## config.mk

```make
export PLATFORM = sky130hd
export DESIGN_NAME = sdac_ctrl
export DESIGN_NICKNAME = d
export VERILOG_FILES = /design/src/rtl/sdac_clkgen.v /design/src/rtl/sdac_rstctl.v /design/src/rtl/sdac_ctrl.v
export VERILOG_INCLUDE_DIRS = /design/src /design/src/rtl
export SDC_FILE = /design/constraint.sdc
export NUM_CORES = 1
export LEC_CHECK = 0
export BUFFER_PORTS_ARGS = -buffer_cell sky130_fd_sc_hd__buf_2
export CAP_MARGIN = 20
export CELL_PAD_IN_SITES_DETAIL_PLACEMENT = 2
export CELL_PAD_IN_SITES_GLOBAL_PLACEMENT = 2
export CORE_MARGIN = 4
export CORE_UTILIZATION = 37
export CTS_CLUSTER_SIZE = 14
export DETAILED_ROUTE_END_ITERATION = 7
export PLACE_DENSITY_LB_ADDON = 0.1
export SETUP_SLACK_MARGIN = 0.05
export SYNTH_ARGS = -nofsm -noshare
export SYNTH_HDL_FRONTEND = slang
export SYNTH_HIERARCHICAL = 1
export SYNTH_SLANG_ARGS = --single-unit
```

## constraint.sdc

```tcl
create_clock -name pclk -period 4.2 [get_ports pclk]
set_input_delay 0.84 -clock pclk [delete_from_list [all_inputs] [get_ports pclk]]
set_output_delay 0.84 -clock pclk [all_outputs]
set_load 0.01 [all_outputs]
```

## src/rtl/sdac_map.vh

```
/*
 * sdac_map.vh: register offsets, field positions, reset values and timing
 * constants for the delta-sigma converter control block.
 * Assumes inclusion by bare name from the design files.
 */
`ifndef SDAC_MAP_VH
`define SDAC_MAP_VH

// register byte addresses (index times four)
`define SDAC_IDX_CTRL_A 8'hDC
`define SDAC_IDX_CTRL_B 8'hDD
`define SDAC_IDX_TRIM 8'hE6
`define SDAC_IDX_DIV 8'hF6
`define SDAC_ADDR_CTRL_A 12'h370
`define SDAC_ADDR_CTRL_B 12'h374
`define SDAC_ADDR_TRIM 12'h398
`define SDAC_ADDR_DIV 12'h3D8
`define SDAC_ADDR_MUX 12'h400
`define SDAC_ADDR_DEC 12'h404
`define SDAC_ADDR_CURRENT_OUTPUT_DAC 12'h408
`define SDAC_ADDR_STAT 12'h40C
`define SDAC_ADDR_SYS 12'h410

// converter_control_a fields
`define SDAC_A_GAIN_LSB 0
`define SDAC_A_BUF_BIT 3
`define SDAC_A_REF_LSB 4
`define SDAC_A_OSD_BIT 6
`define SDAC_A_RESET 8'h00
// converter_control_b fields
`define SDAC_B_CAL_LSB 0
`define SDAC_B_FILT_LSB 4
`define SDAC_B_RESET 8'h00
// mux register fields
`define SDAC_MUX_NEG_LSB 0
`define SDAC_MUX_POS_LSB 4
`define SDAC_MUX_RESET 8'h01
`define SDAC_TEMP_SEL 4'hF
// reference codes; 00 is internal 2.5 V so reset gives it
`define SDAC_REF_INT_2V5 2'h0
`define SDAC_REF_INT_1V25 2'h1
`define SDAC_REF_EXT 2'h2
// filter codes
`define SDAC_FILT_AUTO 2'h0
`define SDAC_FILT_FAST 2'h1
`define SDAC_FILT_SINC2 2'h2
`define SDAC_FILT_SINC3 2'h3
// calibration codes
`define SDAC_CAL_NONE 3'h0
`define SDAC_CAL_SELF_BOTH 3'h1
`define SDAC_CAL_SELF_OFS 3'h2
`define SDAC_CAL_SELF_GAIN 3'h3
`define SDAC_CAL_SYS_OFS 3'h4
`define SDAC_CAL_SYS_GAIN 3'h5
`define SDAC_CAL_SHORT 8'h07
`define SDAC_CAL_LONG 8'h0E
// status bits
`define SDAC_ST_IRQ_BIT 0
`define SDAC_ST_CAL_BIT 1
`define SDAC_ST_DISC_BIT 2
`define SDAC_ST_MODE_BIT 3
// system register bits
`define SDAC_SYS_SWRST_BIT 0
// clocks per modulator period
`define SDAC_MOD_DIV 64
`define SDAC_DEC_RESET 16'h00FF
`define SDAC_DIV_RESET 8'h00

`endif

```

## src/rtl/sdac_clkgen.v

```verilog
/*
 * sdac_clkgen.v: analog clock divider and modulator tick generator.
 * Assumes pclk as system clock; divider value may change any time and
 * takes effect at once, ending or stretching the current analog period.
 */
`timescale 1ns/100ps
`default_nettype none
`include "sdac_map.vh"

module sdac_clkgen (
    input wire pclk,
    input wire rst_n,
    input wire [7:0] divider,
    output reg aclk_tick,
    output reg mod_tick
);
    reg [7:0] div_cnt;
    reg [5:0] mod_cnt;

    // analog clock = pclk/(divider+1); modulator = analog/64
    always @(posedge pclk or negedge rst_n)
    begin
        if (!rst_n)
        begin
            div_cnt <= 8'h00;
            mod_cnt <= 6'h00;
            aclk_tick <= 1'b0;
            mod_tick <= 1'b0;
        end
        else
        begin
            aclk_tick <= 1'b0;
            mod_tick <= 1'b0;
            if (div_cnt >= divider)
            begin
                div_cnt <= 8'h00;
                aclk_tick <= 1'b1;
                mod_cnt <= mod_cnt + 6'h01;
                if (mod_cnt == 6'h3F)
                begin
                    mod_tick <= 1'b1;
                end
            end
            else
            begin
                div_cnt <= div_cnt + 8'h01;
            end
        end
    end
endmodule // sdac_clkgen

`default_nettype wire

```

## src/rtl/sdac_rstctl.v

```verilog
/*
 * sdac_rstctl.v: reset source combiner and program-mode strap capture.
 * Assumes presetn is power-on reset; pin inputs are asynchronous.
 */
`timescale 1ns/100ps
`default_nettype none

module sdac_rstctl (
    input wire pclk,
    input wire presetn,
    input wire ext_reset_pin,
    input wire brownout_reset,
    input wire soft_reset_req,
    input wire program_mode_strap,
    output wire rst_n,
    output reg user_application_mode,
    output wire halted
);
    reg [2:0] pin_sync;
    reg [2:0] bor_sync;
    reg [2:0] strap_sync;
    reg pin_level;
    reg bor_level;
    reg strap_level;
    reg [1:0] rel;
    reg soft_hold;

    always @(posedge pclk or negedge presetn)
    begin
        if (!presetn)
        begin
            pin_sync <= 3'h0;
            bor_sync <= 3'h0;
            strap_sync <= 3'h7;
            pin_level <= 1'b0;
            bor_level <= 1'b0;
            strap_level <= 1'b1;
        end
        else
        begin
            pin_sync <= {pin_sync[1:0], ext_reset_pin};
            bor_sync <= {bor_sync[1:0], brownout_reset};
            strap_sync <= {strap_sync[1:0], program_mode_strap};
            if (pin_sync[1] == pin_sync[2])
                pin_level <= pin_sync[2];
            if (bor_sync[1] == bor_sync[2])
                bor_level <= bor_sync[2];
            if (strap_sync[1] == strap_sync[2])
                strap_level <= strap_sync[2];
        end
    end

    // pin high halts; release low starts the reset sequence
    assign halted = pin_level;

    // power-on, pin, brownout or software request
    always @(posedge pclk or negedge presetn)
    begin
        if (!presetn)
        begin
            rel <= 2'h0;
            soft_hold <= 1'b0;
        end
        else
        begin
            soft_hold <= soft_reset_req;
            if (pin_level || bor_level || soft_hold)
                rel <= 2'h0;
            else if (rel != 2'h3)
                rel <= rel + 2'h1;
        end
    end
    assign rst_n = (rel == 2'h3) && !pin_level;

    // strap sampled while internal reset holds
    always @(posedge pclk or negedge presetn)
    begin
        if (!presetn)
            user_application_mode <= 1'b1;
        else if (!rst_n)
            user_application_mode <= strap_level;
    end
endmodule // sdac_rstctl

`default_nettype wire

```

## src/rtl/sdac_ctrl.v

```verilog
/*
 * sdac_ctrl.v: digital control of a delta-sigma converter front end:
 * mux, buffer, open-sensor detect, gain, offset trim, reference, current
 * DAC, clock divider, decimation, calibration and filter sequencing.
 * Assumes an APB master on pclk; analog blocks take the static outputs.
 */
// Chosen here: the APB interface to the registers.
`timescale 1ns/100ps
`default_nettype none
`include "sdac_map.vh"

module sdac_ctrl (
    input wire pclk,
    input wire presetn,
    input wire psel,
    input wire penable,
    input wire pwrite,
    input wire [11:0] paddr,
    input wire [31:0] pwdata,
    output wire [31:0] prdata,
    output wire pready,
    output wire pslverr,
    input wire ext_reset_pin,
    input wire brownout_reset,
    input wire program_mode_strap,
    output wire user_application_mode,
    output wire device_halted,
    output reg [3:0] mux_pos,
    output reg [3:0] mux_neg,
    output reg temp_sensor_en,
    output reg open_sensor_detect_enable,
    output reg buffer_en,
    output reg [2:0] gain_stage,
    output reg [7:0] analog_offset_trim,
    output reg [1:0] ref_select,
    output reg [7:0] current_output_dac,
    output reg modulator_clk_tick,
    output reg data_ready,
    output reg [1:0] filter_active,
    output reg cal_active,
    output reg [2:0] cal_mode
);
    reg [7:0] converter_control_a;
    reg [7:0] converter_control_b;
    reg [7:0] analog_clock_divider;
    reg [7:0] mux_sel;
    reg [15:0] decimation;
    reg [7:0] current_output_dac_code;
    reg soft_reset_req;
    reg conv_irq;
    reg discard;
    reg [15:0] dec_cnt;
    reg [7:0] cal_left;
    reg [1:0] auto_step;
    reg [31:0] rdata;
    reg next_conv_irq;
    wire rst_n;
    wire aclk_tick;
    wire mod_tick;
    wire wr;
    wire rd_stat;
    wire chg;
    wire conv_done;
    wire [2:0] cal_req;
    wire [7:0] cal_len;

    sdac_rstctl u_rst (
        .pclk(pclk),
        .presetn(presetn),
        .ext_reset_pin(ext_reset_pin),
        .brownout_reset(brownout_reset),
        .soft_reset_req(soft_reset_req),
        .program_mode_strap(program_mode_strap),
        .rst_n(rst_n),
        .user_application_mode(user_application_mode),
        .halted(device_halted)
    );

    sdac_clkgen u_clk (
        .pclk(pclk),
        .rst_n(rst_n),
        .divider(analog_clock_divider),
        .aclk_tick(aclk_tick),
        .mod_tick(mod_tick)
    );

    // zero wait states; write lands at access edge
    assign pready = 1'b1;
    assign wr = psel && penable && pwrite;
    assign rd_stat = psel && penable && !pwrite &&
        (paddr == `SDAC_ADDR_STAT);
    assign prdata = rdata;
    // unmapped or unaligned addresses answer with an error
    assign pslverr = psel && penable && (paddr[1:0] != 2'h0 ||
        !(paddr == `SDAC_ADDR_CTRL_A || paddr == `SDAC_ADDR_CTRL_B ||
        paddr == `SDAC_ADDR_TRIM || paddr == `SDAC_ADDR_DIV ||
        paddr == `SDAC_ADDR_MUX || paddr == `SDAC_ADDR_DEC ||
        paddr == `SDAC_ADDR_CURRENT_OUTPUT_DAC || paddr == `SDAC_ADDR_STAT ||
        paddr == `SDAC_ADDR_SYS));

    always @*
    begin
        case (paddr)
            `SDAC_ADDR_CTRL_A: rdata = {24'h000000, converter_control_a};
            `SDAC_ADDR_CTRL_B: rdata = {24'h000000, converter_control_b};
            `SDAC_ADDR_TRIM: rdata = {24'h000000, analog_offset_trim};
            `SDAC_ADDR_DIV: rdata = {24'h000000, analog_clock_divider};
            `SDAC_ADDR_MUX: rdata = {24'h000000, mux_sel};
            `SDAC_ADDR_DEC: rdata = {16'h0000, decimation};
            `SDAC_ADDR_CURRENT_OUTPUT_DAC: rdata = {24'h000000, current_output_dac_code};
            `SDAC_ADDR_STAT: rdata = {28'h0000000, (filter_active ==
                `SDAC_FILT_FAST), discard, cal_active, conv_irq};
            default: rdata = 32'h00000000;
        endcase
    end

    always @(posedge pclk or negedge rst_n)
    begin
        if (!rst_n)
        begin
            converter_control_a <= `SDAC_A_RESET;
            analog_offset_trim <= 8'h00;
            analog_clock_divider <= `SDAC_DIV_RESET;
            mux_sel <= `SDAC_MUX_RESET;
            decimation <= `SDAC_DEC_RESET;
            current_output_dac_code <= 8'h00;
            soft_reset_req <= 1'b0;
        end
        else
        begin
            soft_reset_req <= 1'b0;
            if (wr)
            begin
                case (paddr)
                    `SDAC_ADDR_CTRL_A: converter_control_a <= pwdata[7:0];
                    `SDAC_ADDR_TRIM: analog_offset_trim <= pwdata[7:0];
                    `SDAC_ADDR_DIV: analog_clock_divider <= pwdata[7:0];
                    `SDAC_ADDR_MUX: mux_sel <= pwdata[7:0];
                    `SDAC_ADDR_DEC:
                        decimation <= (pwdata[15:0] == 16'h0000) ?
                            16'h0001 : pwdata[15:0];
                    `SDAC_ADDR_CURRENT_OUTPUT_DAC: current_output_dac_code <= pwdata[7:0];
                    `SDAC_ADDR_SYS:
                        soft_reset_req <= pwdata[`SDAC_SYS_SWRST_BIT];
                    default: soft_reset_req <= 1'b0;
                endcase
            end
        end
    end

    // analog-facing decode of the control registers
    always @(posedge pclk or negedge rst_n)
    begin
        if (!rst_n)
        begin
            mux_pos <= 4'h0;
            mux_neg <= 4'h1;
            temp_sensor_en <= 1'b0;
            open_sensor_detect_enable <= 1'b0;
            buffer_en <= 1'b0;
            gain_stage <= 3'h0;
            ref_select <= `SDAC_REF_INT_2V5;
            current_output_dac <= 8'h00;
            modulator_clk_tick <= 1'b0;
        end
        else
        begin
            modulator_clk_tick <= mod_tick;
            // temperature diodes take over, every channel open
            temp_sensor_en <= (mux_sel[7:4] == `SDAC_TEMP_SEL);
            // any pos/neg pair; zero pos with any neg; swap is just
            // writing the pair reversed, giving polarity reversal
            mux_pos <= mux_sel[7:4];
            mux_neg <= mux_sel[3:0];
            open_sensor_detect_enable <=
                converter_control_a[`SDAC_A_OSD_BIT];
            buffer_en <= converter_control_a[`SDAC_A_BUF_BIT];
            gain_stage <= converter_control_a[2:0];
            // code 3 is unused; falls back to internal 2.5 V
            ref_select <= (converter_control_a[5:4] == 2'h3) ?
                `SDAC_REF_INT_2V5 : converter_control_a[5:4];
            current_output_dac <= current_output_dac_code;
        end
    end

    // a channel or gain change restarts automatic filter sequence
    assign chg = wr && ((paddr == `SDAC_ADDR_MUX && pwdata[7:0] != mux_sel)
        || (paddr == `SDAC_ADDR_CTRL_A &&
        pwdata[2:0] != converter_control_a[2:0]));
    assign conv_done = mod_tick && (dec_cnt + 16'h0001 >= decimation);
    assign cal_req = pwdata[2:0];
    assign cal_len = (cal_req == `SDAC_CAL_SELF_BOTH) ?
        `SDAC_CAL_LONG : `SDAC_CAL_SHORT;

    // set beats a status-read clear
    always @*
    begin
        next_conv_irq = conv_irq;
        if (rd_stat)
            next_conv_irq = 1'b0;
        if (conv_done && (!cal_active || cal_left == 8'h01))
            next_conv_irq = 1'b1;
    end

    always @(posedge pclk or negedge rst_n)
    begin
        if (!rst_n)
        begin
            converter_control_b <= `SDAC_B_RESET;
            conv_irq <= 1'b0;
            discard <= 1'b0;
            dec_cnt <= 16'h0000;
            cal_left <= 8'h00;
            cal_active <= 1'b0;
            cal_mode <= `SDAC_CAL_NONE;
            auto_step <= 2'h3;
            filter_active <= `SDAC_FILT_SINC3;
            data_ready <= 1'b0;
        end
        else
        begin
            conv_irq <= next_conv_irq;
            data_ready <= conv_done && !cal_active &&
                !(wr && paddr == `SDAC_ADDR_CTRL_B);
            if (mod_tick)
                dec_cnt <= conv_done ? 16'h0000 : dec_cnt + 16'h0001;
            if (wr && paddr == `SDAC_ADDR_CTRL_B)
            begin
                converter_control_b <= {pwdata[7:4], 1'b0, 3'h0};
                if (cal_req != `SDAC_CAL_NONE && cal_req <= `SDAC_CAL_SYS_GAIN)
                begin
                    // system gain relies on full-scale input
                    cal_active <= 1'b1;
                    cal_mode <= cal_req;
                    cal_left <= cal_len;
                    dec_cnt <= 16'h0000;
                end
            end
            else if (conv_done && cal_active)
            begin
                cal_left <= cal_left - 8'h01;
                if (cal_left == 8'h01)
                begin
                    cal_active <= 1'b0;
                    cal_mode <= `SDAC_CAL_NONE;
                end
            end
            if (chg)
            begin
                auto_step <= 2'h0;
                dec_cnt <= 16'h0000;
            end
            else if (conv_done && auto_step != 2'h3)
                auto_step <= auto_step + 2'h1;
            if (conv_done)
                discard <= (auto_step == 2'h0) && !chg;
            case (converter_control_b[5:4])
                `SDAC_FILT_AUTO:
                    filter_active <= (auto_step <= 2'h1) ? `SDAC_FILT_FAST :
                        (auto_step == 2'h2) ? `SDAC_FILT_SINC2 :
                        `SDAC_FILT_SINC3;
                `SDAC_FILT_FAST: filter_active <= `SDAC_FILT_FAST;
                `SDAC_FILT_SINC2: filter_active <= `SDAC_FILT_SINC2;
                default: filter_active <= `SDAC_FILT_SINC3;
            endcase
        end
    end
endmodule // sdac_ctrl

`default_nettype wire

```

# Word-level counts from Yosys, hierarchy flattened
# Cells that the tools add are included.
dict set report totals {
  register_bits 152
  latch_bits 0
  mem_bits_rw 0
  mem_bits_ro 0
  input_bits 52
  wordCells 164
  mem_count 0
}
dict set report classes {
  addsub 6
  n_mul 0
  div 0
  order_cmp 4
  n_eq_ne 27
  n_shift 0
  muxes 34
  bitwise 0
  n_reduce_logical 55
}
# cell n
set ops {}
lappend ops {{$pmux W16 S8} 1}
lappend ops {{$mux W16} 6}
lappend ops {{$eq A12 B11 Y1 const B} 5}
lappend ops {{$eq A12 B10 Y1 const B} 4}
lappend ops {{$mux W8} 4}
lappend ops {{$logic_and A1 B1 Y1} 18}
lappend ops {{$add A16 B1 Y16 const B} 1}
lappend ops {{$ge A16 B16 Y1} 1}
lappend ops {{$logic_not A16 Y1} 1}
lappend ops {{$reduce_and A2 Y1} 7}
lappend ops {{$logic_or A1 B1 Y1} 13}
lappend ops {{$mux W2} 6}
lappend ops {{$mux W3} 4}
lappend ops {{$reduce_bool A2 Y1} 6}
lappend ops {{$mux W1} 11}
lappend ops {{$add A8 B1 Y8 const B} 1}
lappend ops {{$eq A2 B2 Y1 const B} 4}
lappend ops {{$eq A8 B1 Y1 const B} 1}
lappend ops {{$ge A8 B8 Y1} 1}
lappend ops {{$ne A8 B8 Y1} 1}
lappend ops {{$sub A8 B1 Y8 const B} 1}
lappend ops {{$add A6 B1 Y6 const B} 1}
lappend ops {{$eq A6 B6 Y1 const B} 1}
lappend ops {{$logic_not A1 Y1} 6}
lappend ops {{other kinds (15)} 21}

# Depth between registers and ports, before layout
# Gate-level depths: netlist of the first run.
dict set report logic_depth {
  ltp_word 12
  ltp_mapped 13
}

# By module
# Netlist of the first run, hierarchy kept.
# mod instances cells_each area_each_um2
set modules_own_cells {}
lappend modules_own_cells {sdac_ctrl 1 604 6381.1}
lappend modules_own_cells {sdac_clkgen 1 81 879.6}
lappend modules_own_cells {sdac_rstctl 1 26 509.2}

# Least setup slack after synthesis of the first run
# No wires, ideal clock.
dict set report synth_timing {
  path_type {register -> register}
  startpoint {reg dec_cnt[0]}
  endpoint {reg cal_left[0]}
  setup_ps 127
  arrival_ps 3238
  slack_ps 834
  path_stages_with_launch 12
  path_buffers 1
  path_cell_list {dfrtp_1 ha_1 nand3_1 nor4_2 nand3_1 xnor2_1 ha_1 a21o_1 a2111o_1 o31ai_2 buf_4 mux2_1}
}
dict set report synth_between {
  elab_chain_cells 6
}
# element line_no
set synth_rtl {}
lappend synth_rtl {{start, declared} sdac_ctrl.v:52} ;# reg [15:0] dec_cnt;
lappend synth_rtl {{start signal, assigned} sdac_ctrl.v:226} ;# dec_cnt <= conv_done ? 16'h0000 : dec_cnt + 16'h0001;
lappend synth_rtl {{$add A16 B1 Y16} sdac_ctrl.v:190} ;# assign conv_done = mod_tick && (dec_cnt + 16'h0001 >= decimation);
lappend synth_rtl {{$ge A16 B16 Y1} sdac_ctrl.v:190}
lappend synth_rtl {{$logic_and A1 B1 Y1} sdac_ctrl.v:190}
lappend synth_rtl {{$logic_and A1 B1 Y1} sdac_ctrl.v:239} ;# else if (conv_done && cal_active)
lappend synth_rtl {{$reduce_bool A2 Y1 (no line)} --}
lappend synth_rtl {{$reduce_and A2 Y1 (no line)} --}
lappend synth_rtl {{end signal, assigned} sdac_ctrl.v:235} ;# cal_left <= cal_len;
lappend synth_rtl {{end signal, assigned} sdac_ctrl.v:241} ;# cal_left <= cal_left - 8'h01;
lappend synth_rtl {{end, declared} sdac_ctrl.v:53} ;# reg [7:0] cal_left;
# Every way passes these cells.
# A chain may end at the register's enable or synchronous reset.

# Worst setup path after layout of the first run
dict set report layout_timing {
  startpoint {reg dec_cnt[6]}
  endpoint {reg discard}
}
dict set report layout_between {
  elab_chain_cells 3
}
# element line_no
set layout_rtl {}
lappend layout_rtl {{$add A16 B1 Y16} sdac_ctrl.v:190}
lappend layout_rtl {{$ge A16 B16 Y1} sdac_ctrl.v:190}
lappend layout_rtl {{$logic_and A1 B1 Y1} sdac_ctrl.v:190}
lappend layout_rtl {{end signal, assigned} sdac_ctrl.v:256} ;# discard <= (auto_step == 2'h0) && !chg;
lappend layout_rtl {{end, declared} sdac_ctrl.v:51} ;# reg discard;
# Every way passes these cells.

==> results, run 1 <==
- The net count reported at finish is 891.
- In this run the worst path has a maximum fanout of 12.
- The final-report max-slew violation count is 0.
- The maximum clock insertion buffer count is 2.
- The worst slack after detailed placement is 167 ps.
- The total of endpoints with negative setup slack in the final report is 0.
- The fraction of layout instances using a drive strength above 1 is 25.9%.
- The via-per-instance ratio is 5.39.
- The clock tree synthesis step divided the H-tree into 4 levels.
- Counting both buffers and inverters, the worst setup path holds a total of 1.
- STA classifies the critical path endpoint as a flop.
- The DRC violation count after routing is 0.
- The congestion estimate from routability-driven global placement came to 0.795.
- The detail route stage leaves a number of antenna-violating nets equal to 0.
- The share of total power in sequential cells is 43.7%.
- The critical path goes through nand4_1, nor4_2, nand2_1, xnor2_1, ha_1, a21o_1, a21o_1, a2111o_1, buf_4, or3_4, nand2_1, mux2_2.
- Combinational logic is responsible for 9.2% of the overall power.
- The analysis attributes to cell leakage a power of 0.00459 µW.
- The highest clock rate is 254 MHz.
- The critical path in this run is classified as reg2reg.
- The number of global-route vias before repair came to 6574.
- After layout, the worst path uses 93.6% of the clock period.
- Synthesis handed over a netlist of 710 instances.
- In this run switching power makes up 24.9% of total power.
- Counting the buffers created by CTS gives 17.
- Registers take 3830 µm².
- Entering global routing, the biggest net connects 137 pins.
- The die is 153 µm tall.
- The reported net switching power is 919 µW.
- Setup repair after global routing left no endpoint under its margin.
- For this run the aggregate overflow at the end of global routing stands at 0.
- The combined area of the multi-input logic cells is 3590 µm².
- The part of the total power dissipated in the clock network is 47.1%.
- Dividing the detail-routed wire length by the instance count gives 21.6 µm.
- The number of input and output port buffers inserted is 94.
- The first detailed-routing pass took 4 iterations.
- Setup slack on the critical path of the routed design comes to 268 ps.
- The initialized floorplan defines 52 standard-cell rows.
- Summed over all failing endpoints, the final setup total negative slack is 0 ps.
- The run finished with clean final reports.
- The cell internal power dissipation is 2770 µW.
- The power after layout is 3690 µW.
- The peak per-stage delay on the critical path is 520 ps.
- The type of the most critical hold path is in2async.
- 0 antenna diodes ended up in the layout.
- The violation count after the first detailed-routing iteration is 199.
- The post-CTS repair timing setup buffer count is 0.
- Clock skew on the completed layout was measured at 12.9 ps.
- Across the run, the number of max-cap violations was 0.
- The master cell of the clock root buffer is sky130_fd_sc_hd__clkbuf_16.
- The floorplan step defined a core boundary enclosing 20400 µm².
- The cell area that synthesis handed to floorplanning was 7740 µm².
- The layout-stage area growth over the synthesis result is 18.4%.
- The starting density of the core is 37.9%.
- The number of cells on the worst reg-to-reg path is 12.
- The critical path data arrival time is 4240 ps.
- For the worst setup path, the data required time is 4500 ps.
- The critical path runs through a total of 12 cells.
- The most common library cell in the layout ignoring fill and taps is sky130_fd_sc_hd__dfrtp_1.
- Leaving out fill and tap cells, the most frequent cells in the layout are 133 x sky130_fd_sc_hd__dfrtp_1, 94 x sky130_fd_sc_hd__buf_2, 48 x sky130_fd_sc_hd__nand2_1.
- The startpoint kind of the worst setup timing path is a flop.
- The hold violation total from the final report is 0.
- The number of buffers inserted for hold repair after clock tree synthesis is 0.
- The number of warnings issued by yosys is 6.
- The first-pass GRT wire length is 37600 µm.
- The total via count after detailed routing is 5859.
- A synthesized cell averages 10.9 µm².
- The largest individual stage delay along the critical path comes from the cell sky130_fd_sc_hd__a2111o_1.
- Global routing used 20.4% of the available tracks across all layers.
- For this design the top-level I/O count stands at 128.
- The detailed-route wire length is 23500 µm.
- The floorplan step defined a die boundary enclosing 23300 µm².
- The number of fillers in the final layout is 2161.
- After clock tree synthesis, the clock-pin slew on the worst setup and hold paths is 70 ps.
- The final critical-path required period is 3930 ps.
- In this design, the largest share of critical-path delay is due to simple AND/OR/NAND/NOR gates.
- TritonCTS built the clock tree.
- Counting every sink on the clock net gives 152.
- The source-to-sink clock delay at the later pin of the worst-skew pair is 430 ps.
- Measured against its own limit, the worst slew margin works out to 46.0%.
- The initial antenna violation count is 1.
- The peak supply drop is 267 µV.
- The areal power density over the cells is 402 nW/µm².
- Detailed placement ended at an HPWL of 16800 µm.
- The die is 153 µm wide.
- The transition time at the pin with the least slew margin is 799 ps.
worst register-to-register path, stage by stage (launching register included):
cell and delay [ps]:
sky130_fd_sc_hd__dfrtp_1 460, sky130_fd_sc_hd__nand4_1 280, sky130_fd_sc_hd__nor4_2 400, sky130_fd_sc_hd__nand2_1 110
sky130_fd_sc_hd__xnor2_1 210, sky130_fd_sc_hd__ha_1 280, sky130_fd_sc_hd__a21o_1 180, sky130_fd_sc_hd__a21o_1 170
sky130_fd_sc_hd__a2111o_1 520, sky130_fd_sc_hd__buf_4 200, sky130_fd_sc_hd__or3_4 480, sky130_fd_sc_hd__nand2_1 170
sky130_fd_sc_hd__mux2_2 350
layer usage:
metal	GRT usage, %	vias up	routed length (µm)
li1	-	2669	-
met1	26.3	3048	10600
met2	35.5	118	11800
met3	3.12	22	706
met4	5.85	2	375
met5	0	-	7
layout make-up:
type / instances / share of cell area, %
Clock buffer: 20 / 4.87
Timing Repair Buffer: 112 / 6.74
Clock inverter: 12 / 2.31
Multi-Input combinational cell: 485 / 39.2
Inverter: 37 / 1.51
Sequential cell: 152 / 41.7
Tap cell: 270 / 3.68
flip-flops by register name, indices dropped and copies added (netlist names), 4 cells and up:
register / cells
mux_sel: 8
current_output_dac_code: 8
u_clk/mod_cnt: 6
analog_offset_trim: 8
u_clk/div_cnt: 8
mux_neg: 4
converter_control_b: 4
mux_pos: 4
current_output_dac: 8
decimation: 16
cal_left: 8
analog_clock_divider: 8
dec_cnt: 16
converter_control_a: 8
path summary, 6_finish.rpt:
kind / startpoint / slack, ps / endpoint
min reg2reg: u_rst/bor_sync[0] / 360 / u_rst/bor_sync[1]
max in group asynchronous: u_rst/rel[0] / 2770 / analog_offset_trim[4]
max: dec_cnt[6] / 270 / discard
max reg2reg: dec_cnt[6] / 270 / discard
min: presetn / 310 / u_rst/bor_sync[1]
min in group pclk: u_rst/bor_sync[0] / 360 / u_rst/bor_sync[1]
power by group through the flow:
| stage | clock [µW] | combinational (µW) | sequential (µW) |
|---|---|---|---|
| 2_1_floorplan | 0 | 248 | 1610 |
| 3_3_place_gp | 0 | 313 | 1630 |
| 3_5_place_dp | 0 | 341 | 1640 |
| 4_1_cts | 1770 | 346 | 1610 |
| 5_1_grt | 1850 | 380 | 1620 |
| 6_report | 1740 | 341 | 1610 |
per-stage QoR:
step | utilization, % | hold WS (ps) | instance area [µm²] | cells
2_1_floorplan | - | 331 | 7800 | 725
3_3_place_gp | 41.5 | 336 | 8480 | 1056
3_5_place_dp | 41.5 | 336 | 8480 | 1056
4_1_cts | 44.8 | 307 | 9140 | 1088
5_1_grt | 44.9 | 331 | 9170 | 1088
6_report | 44.9 | 309 | 9170 | 1088
timing repair:
item,CTS,global route
gates resized for setup,0,4
setup endpoints to repair,0,9
hold endpoints to repair,0,0
Note: power is estimated with default switching activity, not from simulation.
==> inputs of run 2 (changes only) <==
--- a/config.mk
+++ b/config.mk
@@ -11,7 +11,7 @@
 export CELL_PAD_IN_SITES_DETAIL_PLACEMENT = 2
 export CELL_PAD_IN_SITES_GLOBAL_PLACEMENT = 2
 export CORE_MARGIN = 4
-export CORE_UTILIZATION = 37
+export CORE_UTILIZATION = 33
 export CTS_CLUSTER_SIZE = 14
 export DETAILED_ROUTE_END_ITERATION = 7
 export PLACE_DENSITY_LB_ADDON = 0.1
==> constraint.sdc (replaced) <==
create_clock -name pclk -period 3.3 [get_ports pclk]
set_input_delay 0.66 -clock pclk [delete_from_list [all_inputs] [get_ports pclk]]
set_output_delay 0.66 -clock pclk [all_outputs]
set_load 0.01 [all_outputs]
==> run 2 against run 1 <==
- the run now ends with negative setup slack left
- clock skew rose by 3.2 ps
- design area rose by 9.0%
- fmax rose by 11%
- sequential share of layout area fell by 3.4 points
- hold slack got worse by 180 ps
- first-iteration DRC count rose by 52%
- combinational power rose by 79%
- sequential power rose by 27%
- cell count rose by 10%
- clock-buffer cell count fell by 2
- die area rose by 11%
- critical endpoint is now cal_left[0]
- largest power group is now sequential cells
==> results, run 2 (synthesis gave the netlist of run 1 again) <==
- The fraction of layout instances using a drive strength above 1 is 36.1%.
- The hold violation total from the final report was 0.
- Counting along the longest clock path gives a buffer depth of 2.
- Buffers inserted to repair hold after CTS numbered 0.
- Entering global routing, the biggest net connects 95 pins.
- The final HPWL from detailed placement is 18400 µm.
- The via-per-instance ratio is 5.12.
- The total via count after detailed routing is 6148.
- The worst setup path is captured at a flop.
- The critical path data arrival time is 3860 ps.
- The core outline area is 22800 µm².
- The part of the total power dissipated in the clock network is 42.1%.
- The first global-routing pass estimated 40800 µm of wire.
- The detailed-routing iteration count for the pre-antenna-repair pass is 4.
- The clock-pin slew of the registers on the worst-case setup and hold paths is 70 ps.
- The starting density of the core is 33.9%.
- The share of total power dissipated in sequential elements is 44.6%.
- STA classifies the critical path startpoint as a flop.
- Counting the buffers created by CTS gives 17.
- The final estimated routing congestion in global placement is 0.775.
- The width of the chip is 161 µm.
- Data on the critical path is required at its endpoint by 3620 ps.
- For this run, the post-layout net count is 960.
- Dividing the detail-routed wire length by the instance count gives 21.5 µm.
- The critical path in this run is classified as reg2reg.
- The total of endpoints with negative setup slack in the final report is 26.
- The initial antenna violation count came to 0.
- The total overflow left after global routing is 0.
- The peak supply drop is 224 µV.
- The transition time at the pin with the least slew margin is 673 ps.
- Setup repair after global routing could not meet its margin everywhere.
- The library cell contributing the largest single delay on the critical path is sky130_fd_sc_hd__a2111o_1.
- The worst slack after detailed placement is -265 ps.
- The areal power density over the cells is 460 nW/µm².
- The ratio of final minimum period to clock period is 107%.
- The area enclosed by the die boundary is 26000 µm².
- Of the total power, combinational logic draws 13.3%.
- The peak per-stage delay on the critical path is 530 ps.
- After detailed routing, the total wire length is 25800 µm.
- Walking the worst path, the cells encountered are nand4_1, buf_4, nor4_4, nand2_1, xnor2_2, ha_1, a21o_1, a21o_1, a2111o_1, buf_6, o31ai_4, buf_4, mux2_4.
- The number of global-route vias before repair is 7036.
- The total number of placement rows is 55.
- The maximum fanout along the worst path is 5.
- The die boundary height is 161 µm.
- In this run the worst hold path is classified as in2async.
- In the layout the commonest cells are 131 x sky130_fd_sc_hd__dfrtp_1, 94 x sky130_fd_sc_hd__buf_2, 72 x sky130_fd_sc_hd__buf_4.
- The startpoint identified for the worst register-to-register timing path is dec_cnt[7].
- The end-of-flow core utilization is 43.8%.
- The final-report max-slew violation count is 0.
- The clock reaches the later pin of the worst-skew pair after 430 ps.
- The maximum level of the CTS H-tree is 4.
- The count of nets left with antenna violations after detail routing is 0.
- The highest clock rate is 282 MHz.
- The violation count after the first detailed-routing iteration is 302.
- The post-layout worst setup margin is -240 ps.
- In the final layout, the registers with the most flip-flops are dec_cnt (16), decimation (16).
- Leaving out fill and tap cells, the most frequent cell in the layout is sky130_fd_sc_hd__dfrtp_1.
- The tightest slew margin relative to the limit is 54.9%.
- Max-cap violations in this run came to 0.
- Pin placement for this block handled 128 I/O pins.
- The checks that failed: negative setup slack.
- The flow ran to the end, but the final reports show violations.
- The clock drives 152 sinks.
- TritonCTS built the clock tree.
- In this run the tool buffered the top-level ports with 94 buffer cells.
- The master cell of the clock root buffer is sky130_fd_sc_hd__clkbuf_16.
- Internal power comes to 3320 µW.
- The DRC violation count after routing is 0.
- The leakage component of the power is 0.00501 µW.
- Subtracting the final worst setup slack from the clock period gives 3540 ps.
- 0 antenna diodes ended up in the layout.
- The critical path startpoint is dec_cnt[7].
- The global-route usage over all layers is 20.0%.
- Compared with the post-synthesis result, the final layout area differs by 29.1%.
- The reported net switching power is 1290 µW.
- Between clock sinks in the finished design, the worst skew comes to 16.0 ps.
- Of the total power, the share spent switching nets is 27.9%.
- The worst-case hold slack is 134 ps.
==> run 2: changes by cell type in the layout (fill, tap and decap cells not counted), sizes merged <==
cell / change
buf: +67
bufinv: -4
clkinv: +2
clkinvlp: +2
inv: +2
clkbuf: -1
o31ai: +1
==> run 2: final cells by class <==
cell class                      instances  area, µm²
Clock buffer                           18        429
Clock inverter                         14        139
Fill cell                            2388      12800
Inverter                               37        139
Multi-Input combinational cell        486       3860
Sequential cell                       152       3830
Tap cell                              313        392
Timing Repair Buffer                  180       1210
==> run 2: what timing repair did <==
item | 4_1_cts | 5_1_grt
gates resized for setup | 29 | 33
buffers inserted | 9 | 10
gates cloned | 1 | 1
setup endpoints to repair | 34 | 35
pin swaps | 33 | 26
==> run 2: final timing paths <==
check	endpoint	slack (ps)	cells after the start
hold reg to reg	cal_mode[1]	310	1
hold / removal	u_rst/bor_sync[1]	130	1
setup / recovery	cal_left[0]	-240	13
setup reg to reg	cal_left[0]	-240	13
min in group pclk	u_rst/strap_sync[0]	340	1
max in group asynchronous	dec_cnt[1]	1970	3
==> run 2: metrics by stage <==
step / cell area (µm²) / total power [µW] / setup TNS (ps) / cells
2_1_floorplan: 7850 / 2380 / 0 / 725
3_3_place_gp: 8970 / 2560 / -2880 / 1149
3_5_place_dp: 8970 / 2610 / -5060 / 1149
4_1_cts: 9740 / 4590 / -3550 / 1190
5_1_grt: 10000 / 4810 / -8460 / 1200
6_report: 10000 / 4600 / -2640 / 1200
==> run 2: critical path, delay by kind of cell (launching register included) <==
| family | cells | cell delay (ps) |
|---|---|---|
| multiplexers | 1 | 290 |
| AND/OR/NAND/NOR | 3 | 540 |
| XOR/XNOR | 1 | 150 |
| adder cells (fa/ha/maj) | 1 | 290 |
| AO/OA/AOI/OAI | 4 | 1200 |
| flip-flops | 1 | 370 |
| buffers and inverters | 3 | 570 |
==> run 2: metal layers <==
layer / vias up / routed length (µm) / global-route usage [%]
met4: 0 / 394 / 5.16
met1: 3185 / 11900 / 26.8
met5: - / 0 / 0
met3: 25 / 762 / 3.29
li1: 2816 / - / -
met2: 122 / 12700 / 33.8
==> run 2: power by group through the flow <==
stage / Sequential (µW) / Combinational, µW / Clock [µW]
6_report: 2050 / 612 / 1940
5_1_grt: 2070 / 673 / 2070
4_1_cts: 2040 / 568 / 1980
3_5_place_dp: 2070 / 537 / 0
3_3_place_gp: 2060 / 497 / 0
2_1_floorplan: 2060 / 323 / 0
